[config.mk]
export PLATFORM = sky130hd
export DESIGN_NAME = cmpc_top
export DESIGN_NICKNAME = d
export VERILOG_FILES = /design/src/logic/cmpc_filter.v /design/src/logic/cmpc_top.v
export VERILOG_INCLUDE_DIRS = /design/src /design/src/common
export SDC_FILE = /design/constraint.sdc
export NUM_CORES = 1
export LEC_CHECK = 0
export ABC_CLOCK_PERIOD_IN_PS = 5000
export BUFFER_PORTS_ARGS = -buffer_cell sky130_fd_sc_hd__clkbuf_2
export CAP_MARGIN = 25
export CORE_UTILIZATION = 45
export DETAILED_ROUTE_END_ITERATION = 8
export PLACE_DENSITY = 0.69
export SYNTH_ARGS = -nofsm -noshare
export SYNTH_HDL_FRONTEND = slang
export SYNTH_SLANG_ARGS = --single-unit
export TNS_END_PERCENT = 1
[constraint.sdc]
create_clock -name aclk -period 5 [get_ports aclk]
set_input_delay 0 -clock aclk [delete_from_list [all_inputs] [get_ports aclk]]
set_output_delay 0 -clock aclk [all_outputs]
set_load 0.01 [all_outputs]
[src/common/cmpc_defines.vh]
// Register map, field positions, reset values and timing counts of the comparator control block
`ifndef CMPC_DEFINES_VH
`define CMPC_DEFINES_VH

// Byte offsets: instance n control word at CTRL_BASE + 4*n, status word after them
`define CMPC_CTRL_BASE 8'h00
`define CMPC_STATUS_OFS 8'h10

// Control word field positions
`define CMPC_ON_BIT 15
`define CMPC_UNUSED_BIT 14
`define CMPC_IDLE_STOP_BIT 13
`define CMPC_HYST_HI 12
`define CMPC_HYST_LO 11
`define CMPC_FILT_EN_BIT 10
`define CMPC_FCLK_BIT 9
`define CMPC_DAC_OE_BIT 8
`define CMPC_INPUT_SOURCE_SELECT_HI 7
`define CMPC_INPUT_SOURCE_SELECT_LO 6
`define CMPC_STAT_BIT 3
`define CMPC_ALT_BIT 2

// Reset value and software-writable bits (bit 14 and the status bit are not)
`define CMPC_CTRL_RST 16'h0000
`define CMPC_CTRL_WMASK 16'hbff7

// Input select codes
`define CMPC_SEL_A 2'h0
`define CMPC_SEL_B 2'h1
`define CMPC_SEL_C 2'h2
`define CMPC_SEL_D 2'h3

// Status word field positions
`define CMPC_ST_OUT_LO 0
`define CMPC_ST_ACT_LO 8
`define CMPC_ST_DAC_CONFLICT 16
`define CMPC_ST_IDLE_STOP 17

// Filter agreement samples and stretcher hold samples
`define CMPC_FILT_SAMPLES 3
`define CMPC_STRETCH_SAMPLES 4

// AXI responses
`define CMPC_RESP_OKAY 2'h0
`define CMPC_RESP_SLVERR 2'h2

`endif

[src/logic/cmpc_filter.v]
// Digital filter and pulse stretcher for one comparator output
`timescale 1ns/1ns
`include "cmpc_defines.vh"

module cmpc_filter #(
	parameter FILT_SAMPLES = `CMPC_FILT_SAMPLES,
	parameter STRETCH_SAMPLES = `CMPC_STRETCH_SAMPLES
) (
	input wire aclk,
	input wire aresetn,
	input wire run,
	input wire filter_en,
	input wire use_pwm_clk,
	input wire pwm_tick,
	input wire sample_in,
	output wire result
);
	localparam [31:0] STRETCH_FULL = STRETCH_SAMPLES - 1;
	localparam [7:0] STRETCH_LOAD = STRETCH_FULL[7:0];

	reg [FILT_SAMPLES-2:0] hist_r;
	reg filt_r;
	reg [7:0] stretch_r;
	reg result_r;
	wire ce;
	wire [FILT_SAMPLES-1:0] win;
	wire filt_nxt;
	wire stage;

	assign ce = use_pwm_clk ? pwm_tick : 1'b1;
	assign win = {hist_r, sample_in};
	// Output changes only when every sample in the window agrees
	assign filt_nxt = (&win) ? 1'b1 : ((~|win) ? 1'b0 : filt_r);
	assign stage = filter_en ? filt_nxt : sample_in;
	assign result = result_r;

	// A stopped comparator holds its filter cleared
	always @(posedge aclk) begin
		if (!aresetn || !run) begin
			hist_r <= {(FILT_SAMPLES-1){1'b0}};
			filt_r <= 1'b0;
			stretch_r <= 8'h00;
			result_r <= 1'b0;
		end else if (ce) begin
			hist_r <= win[FILT_SAMPLES-2:0];
			filt_r <= filt_nxt;
			if (stage) begin
				result_r <= 1'b1;
				stretch_r <= STRETCH_LOAD;
			end else if (stretch_r != 8'h00) begin
				stretch_r <= stretch_r - 8'h01;
			end else begin
				result_r <= 1'b0;
			end
		end
	end
endmodule

[src/logic/cmpc_top.v]
// Comparator control registers behind an AXI4-Lite slave, with per-instance input routing
`timescale 1ns/1ns
`include "cmpc_defines.vh"

// How it works
// - On bit high runs the comparator; low holds it stopped and cleared.
// - Bit 14 is not stored and always reads back zero.
// - Idle-stop bit high stops the comparator while the device idles.
// - Any instance with idle-stop set stops every instance during idle.
// - Bits 12:11 drive the hysteresis level code: 3=20mV, 2=10mV, 1=5mV, 0=none.
// - Filter enable high filters the comparator output, low bypasses it.
// - Filter clock bit high steps filter and stretcher on PWM ticks, else system clock.
// - DAC connect bit high routes this DAC voltage to the DAC output pin.
// - Alternate bit low: code 3 selects pin D, code 2 pin C.
// - Alternate bit high: codes 3 and 2 reserved, code 1 selects gain amp output.
module cmpc_top #(
	parameter NUM_CMP = 2,
	parameter ADDR_W = 8,
	parameter FILT_SAMPLES = `CMPC_FILT_SAMPLES,
	parameter STRETCH_SAMPLES = `CMPC_STRETCH_SAMPLES
) (
	input wire aclk,
	input wire aresetn,
	input wire [ADDR_W-1:0] s_axi_awaddr,
	input wire [2:0] s_axi_awprot,
	input wire s_axi_awvalid,
	output wire s_axi_awready,
	input wire [31:0] s_axi_wdata,
	input wire [3:0] s_axi_wstrb,
	input wire s_axi_wvalid,
	output wire s_axi_wready,
	output wire [1:0] s_axi_bresp,
	output wire s_axi_bvalid,
	input wire s_axi_bready,
	input wire [ADDR_W-1:0] s_axi_araddr,
	input wire [2:0] s_axi_arprot,
	input wire s_axi_arvalid,
	output wire s_axi_arready,
	output wire [31:0] s_axi_rdata,
	output wire [1:0] s_axi_rresp,
	output wire s_axi_rvalid,
	input wire s_axi_rready,
	input wire idle_mode,
	input wire pwm_tick,
	input wire [NUM_CMP-1:0] cmp_raw_in,
	output wire [NUM_CMP-1:0] comparator_active,
	output wire [2*NUM_CMP-1:0] hysteresis_level_select,
	output wire [NUM_CMP-1:0] input_pin_a,
	output wire [NUM_CMP-1:0] input_pin_b,
	output wire [NUM_CMP-1:0] input_pin_c,
	output wire [NUM_CMP-1:0] input_pin_d,
	output wire [NUM_CMP-1:0] second_gain_amp_output,
	output wire [NUM_CMP-1:0] dac_pin_connect,
	output wire [NUM_CMP-1:0] cmp_out
);
	localparam IW = ADDR_W - 2;
	localparam [ADDR_W-1:0] STAT_OFS = `CMPC_STATUS_OFS;
	localparam [ADDR_W-1:0] CTRL_OFS = `CMPC_CTRL_BASE;
	localparam [IW-1:0] STAT_IDX = STAT_OFS[ADDR_W-1:2];
	localparam [IW-1:0] CTRL_IDX0 = CTRL_OFS[ADDR_W-1:2];

	// Write channel state
	reg awready_r;
	reg wready_r;
	reg aw_got_r;
	reg w_got_r;
	reg [ADDR_W-1:0] aw_addr_r;
	reg [31:0] wdata_r;
	reg [3:0] wstrb_r;
	reg bvalid_r;
	reg [1:0] bresp_r;

	// Read channel state
	reg arready_r;
	reg rvalid_r;
	reg [31:0] rdata_r;
	reg [1:0] rresp_r;

	wire wr_commit;
	wire [IW-1:0] wr_idx;
	wire [IW-1:0] rd_idx;
	wire [15:0] wr_mask;
	wire [16*NUM_CMP-1:0] ctrl_flat;
	wire [NUM_CMP-1:0] idle_stop_bits;
	wire [NUM_CMP-1:0] dac_bits;
	wire [NUM_CMP-1:0] run_bits;
	wire [NUM_CMP-1:0] filt_bits;
	wire global_idle_stop;
	wire dac_conflict;
	reg wr_hit;
	reg [31:0] rd_word;
	reg rd_hit;
	integer k;
	integer m;

	assign s_axi_awready = awready_r;
	assign s_axi_wready = wready_r;
	assign s_axi_bvalid = bvalid_r;
	assign s_axi_bresp = bresp_r;
	assign s_axi_arready = arready_r;
	assign s_axi_rvalid = rvalid_r;
	assign s_axi_rdata = rdata_r;
	assign s_axi_rresp = rresp_r;

	assign wr_commit = aw_got_r & w_got_r & ~bvalid_r;
	assign wr_idx = aw_addr_r[ADDR_W-1:2];
	assign rd_idx = s_axi_araddr[ADDR_W-1:2];
	assign wr_mask = {{8{wstrb_r[1]}}, {8{wstrb_r[0]}}} & `CMPC_CTRL_WMASK;

	assign global_idle_stop = |idle_stop_bits;
	assign dac_conflict = (dac_bits & (dac_bits - 1'b1)) != {NUM_CMP{1'b0}};

	// Write decode: control words and the read-only status word answer OKAY
	always @* begin
		wr_hit = (wr_idx == STAT_IDX);
		for (m = 0; m < NUM_CMP; m = m + 1) begin
			if (wr_idx == CTRL_IDX0 + m[IW-1:0]) begin
				wr_hit = 1'b1;
			end
		end
	end

	// Address and data are taken in either order; the response follows both
	always @(posedge aclk) begin
		if (!aresetn) begin
			awready_r <= 1'b0;
			wready_r <= 1'b0;
			aw_got_r <= 1'b0;
			w_got_r <= 1'b0;
			aw_addr_r <= {ADDR_W{1'b0}};
			wdata_r <= 32'h00000000;
			wstrb_r <= 4'h0;
			bvalid_r <= 1'b0;
			bresp_r <= `CMPC_RESP_OKAY;
		end else begin
			if (s_axi_awvalid && awready_r) begin
				aw_addr_r <= s_axi_awaddr;
				aw_got_r <= 1'b1;
				awready_r <= 1'b0;
			end else if (!aw_got_r && !bvalid_r && !awready_r) begin
				awready_r <= 1'b1;
			end
			if (s_axi_wvalid && wready_r) begin
				wdata_r <= s_axi_wdata;
				wstrb_r <= s_axi_wstrb;
				w_got_r <= 1'b1;
				wready_r <= 1'b0;
			end else if (!w_got_r && !bvalid_r && !wready_r) begin
				wready_r <= 1'b1;
			end
			if (wr_commit) begin
				aw_got_r <= 1'b0;
				w_got_r <= 1'b0;
				bvalid_r <= 1'b1;
				bresp_r <= wr_hit ? `CMPC_RESP_OKAY : `CMPC_RESP_SLVERR;
			end else if (bvalid_r && s_axi_bready) begin
				bvalid_r <= 1'b0;
			end
		end
	end

	// Read mux: a control word reads back as stored (bit 14 zero), the status bit shows the live output
	always @* begin
		rd_word = 32'h00000000;
		rd_hit = 1'b0;
		if (rd_idx == STAT_IDX) begin
			rd_hit = 1'b1;
			for (k = 0; k < NUM_CMP; k = k + 1) begin
				rd_word[`CMPC_ST_OUT_LO + k] = filt_bits[k];
				rd_word[`CMPC_ST_ACT_LO + k] = run_bits[k];
			end
			rd_word[`CMPC_ST_DAC_CONFLICT] = dac_conflict;
			rd_word[`CMPC_ST_IDLE_STOP] = global_idle_stop;
		end
		for (k = 0; k < NUM_CMP; k = k + 1) begin
			if (rd_idx == CTRL_IDX0 + k[IW-1:0]) begin
				rd_hit = 1'b1;
				rd_word[15:0] = ctrl_flat[16*k +: 16];
				rd_word[`CMPC_STAT_BIT] = filt_bits[k];
			end
		end
	end

	always @(posedge aclk) begin
		if (!aresetn) begin
			arready_r <= 1'b0;
			rvalid_r <= 1'b0;
			rdata_r <= 32'h00000000;
			rresp_r <= `CMPC_RESP_OKAY;
		end else begin
			if (s_axi_arvalid && arready_r) begin
				arready_r <= 1'b0;
				rvalid_r <= 1'b1;
				rdata_r <= rd_word;
				rresp_r <= rd_hit ? `CMPC_RESP_OKAY : `CMPC_RESP_SLVERR;
			end else if (rvalid_r && s_axi_rready) begin
				rvalid_r <= 1'b0;
			end else if (!rvalid_r && !arready_r) begin
				arready_r <= 1'b1;
			end
		end
	end

	genvar g;
	generate
		for (g = 0; g < NUM_CMP; g = g + 1) begin : inst
			localparam [31:0] IDX_FULL = CTRL_IDX0 + g;
			localparam [IW-1:0] IDX = IDX_FULL[IW-1:0];
			reg [15:0] ctrl_r;
			reg [15:0] ctrl_nxt;
			reg sync1_r;
			reg sync2_r;
			reg active_r;
			reg [1:0] hyst_r;
			reg pin_a_r;
			reg pin_b_r;
			reg pin_c_r;
			reg pin_d_r;
			reg amp_r;
			reg dac_r;
			reg run_nxt;
			reg [4:0] sel_nxt;
			wire [1:0] input_source_select;
			wire alt;

			assign input_source_select = ctrl_r[`CMPC_INPUT_SOURCE_SELECT_HI:`CMPC_INPUT_SOURCE_SELECT_LO];
			assign alt = ctrl_r[`CMPC_ALT_BIT];
			assign ctrl_flat[16*g +: 16] = ctrl_r;
			assign idle_stop_bits[g] = ctrl_r[`CMPC_IDLE_STOP_BIT];
			assign dac_bits[g] = ctrl_r[`CMPC_DAC_OE_BIT];
			assign run_bits[g] = active_r;

			always @* begin
				ctrl_nxt = (ctrl_r & ~wr_mask) | (wdata_r[15:0] & wr_mask);
				// Stopped in idle only by the shared stop, the OR of every instance's stop bit
				run_nxt = ctrl_r[`CMPC_ON_BIT] & ~(idle_mode & global_idle_stop);
				sel_nxt = 5'h00;
				if (!alt) begin
					case (input_source_select)
						`CMPC_SEL_A: sel_nxt = 5'h01;
						`CMPC_SEL_B: sel_nxt = 5'h02;
						`CMPC_SEL_C: sel_nxt = 5'h04;
						`CMPC_SEL_D: sel_nxt = 5'h08;
						default: sel_nxt = 5'h00;
					endcase
				end else if (input_source_select == `CMPC_SEL_B) begin
					sel_nxt = 5'h10;
				end
			end

			always @(posedge aclk) begin
				if (!aresetn) begin
					ctrl_r <= `CMPC_CTRL_RST;
				end else if (wr_commit && wr_idx == IDX) begin
					ctrl_r <= ctrl_nxt;
				end
			end

			// Comparator output is asynchronous to aclk
			always @(posedge aclk) begin
				if (!aresetn) begin
					sync1_r <= 1'b0;
					sync2_r <= 1'b0;
				end else begin
					sync1_r <= cmp_raw_in[g];
					sync2_r <= sync1_r;
				end
			end

			always @(posedge aclk) begin
				if (!aresetn) begin
					active_r <= 1'b0;
					hyst_r <= 2'h0;
					pin_a_r <= 1'b0;
					pin_b_r <= 1'b0;
					pin_c_r <= 1'b0;
					pin_d_r <= 1'b0;
					amp_r <= 1'b0;
					dac_r <= 1'b0;
				end else begin
					active_r <= run_nxt;
					hyst_r <= ctrl_r[`CMPC_HYST_HI:`CMPC_HYST_LO];
					pin_a_r <= sel_nxt[0];
					pin_b_r <= sel_nxt[1];
					pin_c_r <= sel_nxt[2];
					pin_d_r <= sel_nxt[3];
					amp_r <= sel_nxt[4];
					dac_r <= ctrl_r[`CMPC_DAC_OE_BIT];
				end
			end

			cmpc_filter #(
				.FILT_SAMPLES(FILT_SAMPLES),
				.STRETCH_SAMPLES(STRETCH_SAMPLES)
			) u_filt (
				.aclk(aclk),
				.aresetn(aresetn),
				.run(active_r),
				.filter_en(ctrl_r[`CMPC_FILT_EN_BIT]),
				.use_pwm_clk(ctrl_r[`CMPC_FCLK_BIT]),
				.pwm_tick(pwm_tick),
				.sample_in(sync2_r),
				.result(filt_bits[g])
			);

			assign comparator_active[g] = active_r;
			assign hysteresis_level_select[2*g +: 2] = hyst_r;
			assign input_pin_a[g] = pin_a_r;
			assign input_pin_b[g] = pin_b_r;
			assign input_pin_c[g] = pin_c_r;
			assign input_pin_d[g] = pin_d_r;
			assign second_gain_amp_output[g] = amp_r;
			assign dac_pin_connect[g] = dac_r;
			assign cmp_out[g] = filt_bits[g];
		end
	endgenerate
endmodule

==> results.py <==
metrics = {
    "run_status": {
        "outcome": "finished clean",
    },
    "place": {
        "gp_congestion": 0.853,
        "dpl.hpwl_um": 8070,
        "preCtsSetupSlack_ns": 2.79,
        "place_inst": 785,
        "io_buffers": 82,
        "place_area_sq_mm": 0.00541,
    },
    "hold_path": {
        "min_to": "s_axi_rdata[8]",
        "hp-start": "s_axi_arvalid",
        "holdPathStages": 3,
        "worstHoldPathType": "input pin to flop",
    },
    "global_routing": {
        "grt_pass1_wl_um": 19500,
        "grt_pass1_vias": 4152,
        "grt_max_degree": 60,
        "grt_usage": 0.214,
        "grt_overflow": 0,
        "antenna_found_initial": 0,
    },
    "worst_setup_path": {
        "start_kind": "flop",
        "cp_slowest_cell": "or4b_2",
        "cp_cell_sequence": "inv_1 > ha_1 > or4b_2 > or2_2 > nand2_1 > a21oi_1 > o21ai_0",
        "cp_num_buf_inv": 1,
        "r2r_end": "inst[0].u_filt.stretch_r[5]",
        "cp_max_fo": 5,
        "critPathCaptureType": "flop",
        "required_ns": 5.34,
        "max_stage_delay_ns": 0.64,
        "arrival_ns": 2.42,
        "crit_start": "inst[0].u_filt.stretch_r[0]",
        "r2r_cells": 7,
        "cp_top_family": "simple AND/OR/NAND/NOR gates",
        "worst-r2r-setup-slack_ns": 2.92,
        "crit_type": "flop to flop",
        "r2r_start": "inst[0].u_filt.stretch_r[0]",
    },
    "floorplanning": {
        "ios": 130,
        "dieArea_sq_mm": 0.0118,
        "initial_core_util": 0.467,
        "fp-row-count": 38,
        "die_x_um": 109,
        "die_y_um": 109,
        "coreArea_sq_mm": 0.0110,
    },
    "finish": {
        "layout-drive-gt1-share": 0.173,
        "final_nets": 770,
        "syn_to_final_growth_pct": 24.9,
        "fin_util": 0.583,
        "diodes": 0,
        "final_cell_mix": "nand2_1 (128), dfxtp_1 (122), clkbuf_2 (82), o21ai_0 (57), nand3_1 (36)",
        "finalInstanceArea_sq_mm": 0.00641,
        "final_cells": 852,
        "mostFrequentLayoutCell": "nand2_1",
    },
    "clock_network": {
        "root_buffer": "clkbuf_16",
        "cts_tree": "built",
        "cts_hold_buf": 35,
        "numCtsBuffers": 17,
        "clk_pin_slew_ns": 0.05,
        "postCtsSetupBuffers": 0,
        "clk_path_buf_depth": 2,
        "h-tree-depth": 4,
        "clk_latency_ns": 0.42,
        "cts_sinks": 122,
        "cts_resized": 0,
    },
    "logic_synthesis": {
        "syn_area_sq_mm": 0.00513,
        "ys_seq_area_frac": 0.476,
        "yosysWarnings": 0,
        "synth_cell_types": 51,
        "synth-seq-cells": 122,
        "synth_edf_count": 0,
        "synth.avg_cell_area_sq_um": 8.44,
        "syn_inst": 608,
        "ys.flop_type": "dfxtp_1",
        "async_reset_ff_frac": 0,
    },
    "power_and_ir_drop": {
        "p_per_area_mw_per_mm2": 381,
        "power.static_leakage_nw": 2.59,
        "switching_share": 0.210,
        "internal_power_mw": 1.93,
        "p_total_mw": 2.44,
        "combPwrFrac": 0.048,
        "netSwitchingPower_uw": 513,
        "p_clk_frac": 0.539,
        "vdd_ir_drop_max_mv": 0.255,
        "p_seq_frac": 0.412,
    },
    "route": {
        "dr.first_iter.drc_count": 382,
        "wl_um": 11900,
        "vias": 4487,
        "avgRoutedWirePerCell_um": 14.0,
        "viasPerCell": 5.27,
        "drc": 0,
        "antenna_left": 0,
        "first_pass_iters": 5,
    },
    "sta": {
        "rsz0062_at_grt": "no",
        "worst_slew_pin_slew_ns": 0.903,
        "final-setup-viol-count": 0,
        "hold_viol": 0,
        "timing.fmax_mhz": 481,
        "maxSlewViolCount": 0,
        "hold_slack_ns": 0.0659,
        "fin_ws_ns": 2.92,
        "timing.final.crit_share": 0.416,
        "finalSetupTns_ns": 0,
        "min_period_ns": 2.08,
        "max-slew-margin-rel": 0.398,
        "finalClockSkew_ns": 0.00582,
    },
    "job": {
        "maxCapViolCount": 0,
    },
}
power by group through the flow:
| stage | clock network [mW] | registers [mW] | logic [mW] |
|---|---|---|---|
| 2_1_floorplan | 0 | 1.02 | 0.0760 |
| 5_1_grt | 1.37 | 1.01 | 0.132 |
| 4_1_cts | 1.33 | 1.01 | 0.116 |
| 3_5_place_dp | 0 | 1.03 | 0.0957 |
| 3_3_place_gp | 0 | 1.03 | 0.0938 |
| 6_report | 1.32 | 1.01 | 0.118 |
worst register-to-register path, cell delays in order, from the launching register on:
cell and delay, ns:
dfxtp_1 0.34, inv_1 0.07, ha_1 0.24, or4b_2 0.64, or2_2 0.37, nand2_1 0.11
a21oi_1 0.07, o21ai_0 0.18
worst max-delay path by stage:
stage	endpoint	slack (ns)	cells past startpoint
2_1_floorplan	inst[1].u_filt.stretch_r[3]	3.13	7
3_3_place_gp	s_axi_rdata[12]	2.87	5
3_5_place_dp	s_axi_rdata[13]	2.79	5
4_1_cts	inst[0].u_filt.stretch_r[5]	2.96	7
5_1_grt	inst[0].u_filt.stretch_r[5]	2.83	7
6_report	inst[0].u_filt.stretch_r[5]	2.92	7
routing by layer:
metal,wire length (um),vias to the layer above,part of all wire,track usage
met5,0,-,0,0
met4,206,0,0.017,0.0956
met3,633,17,0.053,0.0514
met2,5770,142,0.49,0.356
met1,5290,2081,0.44,0.262
li1,-,2247,-,-
cell families after synthesis:
logic type / Yosys count / synth area share
adder cells (fa/ha/maj): 2 / 0.00488
other: 1 / 0.000731
buffers and inverters: 74 / 0.0819
AND/OR/NAND/NOR: 258 / 0.248
AO/OA/AOI/OAI: 133 / 0.154
multiplexers: 18 / 0.0351
flip-flops: 122 / 0.476
layout make-up:
cell class / instances / area (sq um)
clock inverters: 10 / 164
fillers: 971 / 4580
inverters: 12 / 45.0
multi-input cells: 428 / 2330
repair buffers: 118 / 768
well taps: 140 / 175
flip-flops and latches: 122 / 2440
clock buffers: 22 / 484
synth_stat cells, types with 2 or more instances:
cell type | count | area [sq um]
buf_6 | 2 | 22.5
nor4b_1 | 4 | 35.0
buf_4 | 33 | 248
o22ai_1 | 3 | 18.8
clkbuf_1 | 20 | 75.1
a31oi_1 | 4 | 25.0
a221oi_1 | 2 | 17.5
a21oi_1 | 31 | 155
ha_1 | 2 | 25.0
nor3_1 | 9 | 45.0
buf_1 | 4 | 15.0
nand2b_1 | 8 | 50.1
nand3b_1 | 2 | 15.0
a21boi_0 | 14 | 105
mux2i_1 | 18 | 180
nand2_1 | 128 | 480
nor3b_4 | 2 | 37.5
nor2_1 | 22 | 82.6
nand4b_1 | 5 | 43.8
a211oi_1 | 3 | 22.5
nor2b_1 | 3 | 18.8
and3_1 | 5 | 31.3
o21ai_0 | 57 | 285
and2_1 | 15 | 93.8
inv_1 | 12 | 45.0
o31ai_1 | 5 | 37.5
or3_1 | 2 | 12.5
o2bb2ai_1 | 4 | 35.0
buf_2 | 3 | 15.0
or4_1 | 7 | 52.6
a22o_1 | 3 | 26.3
nand3_1 | 36 | 180
dfxtp_1 | 122 | 2440
Power figures use the tool's default switching activity.
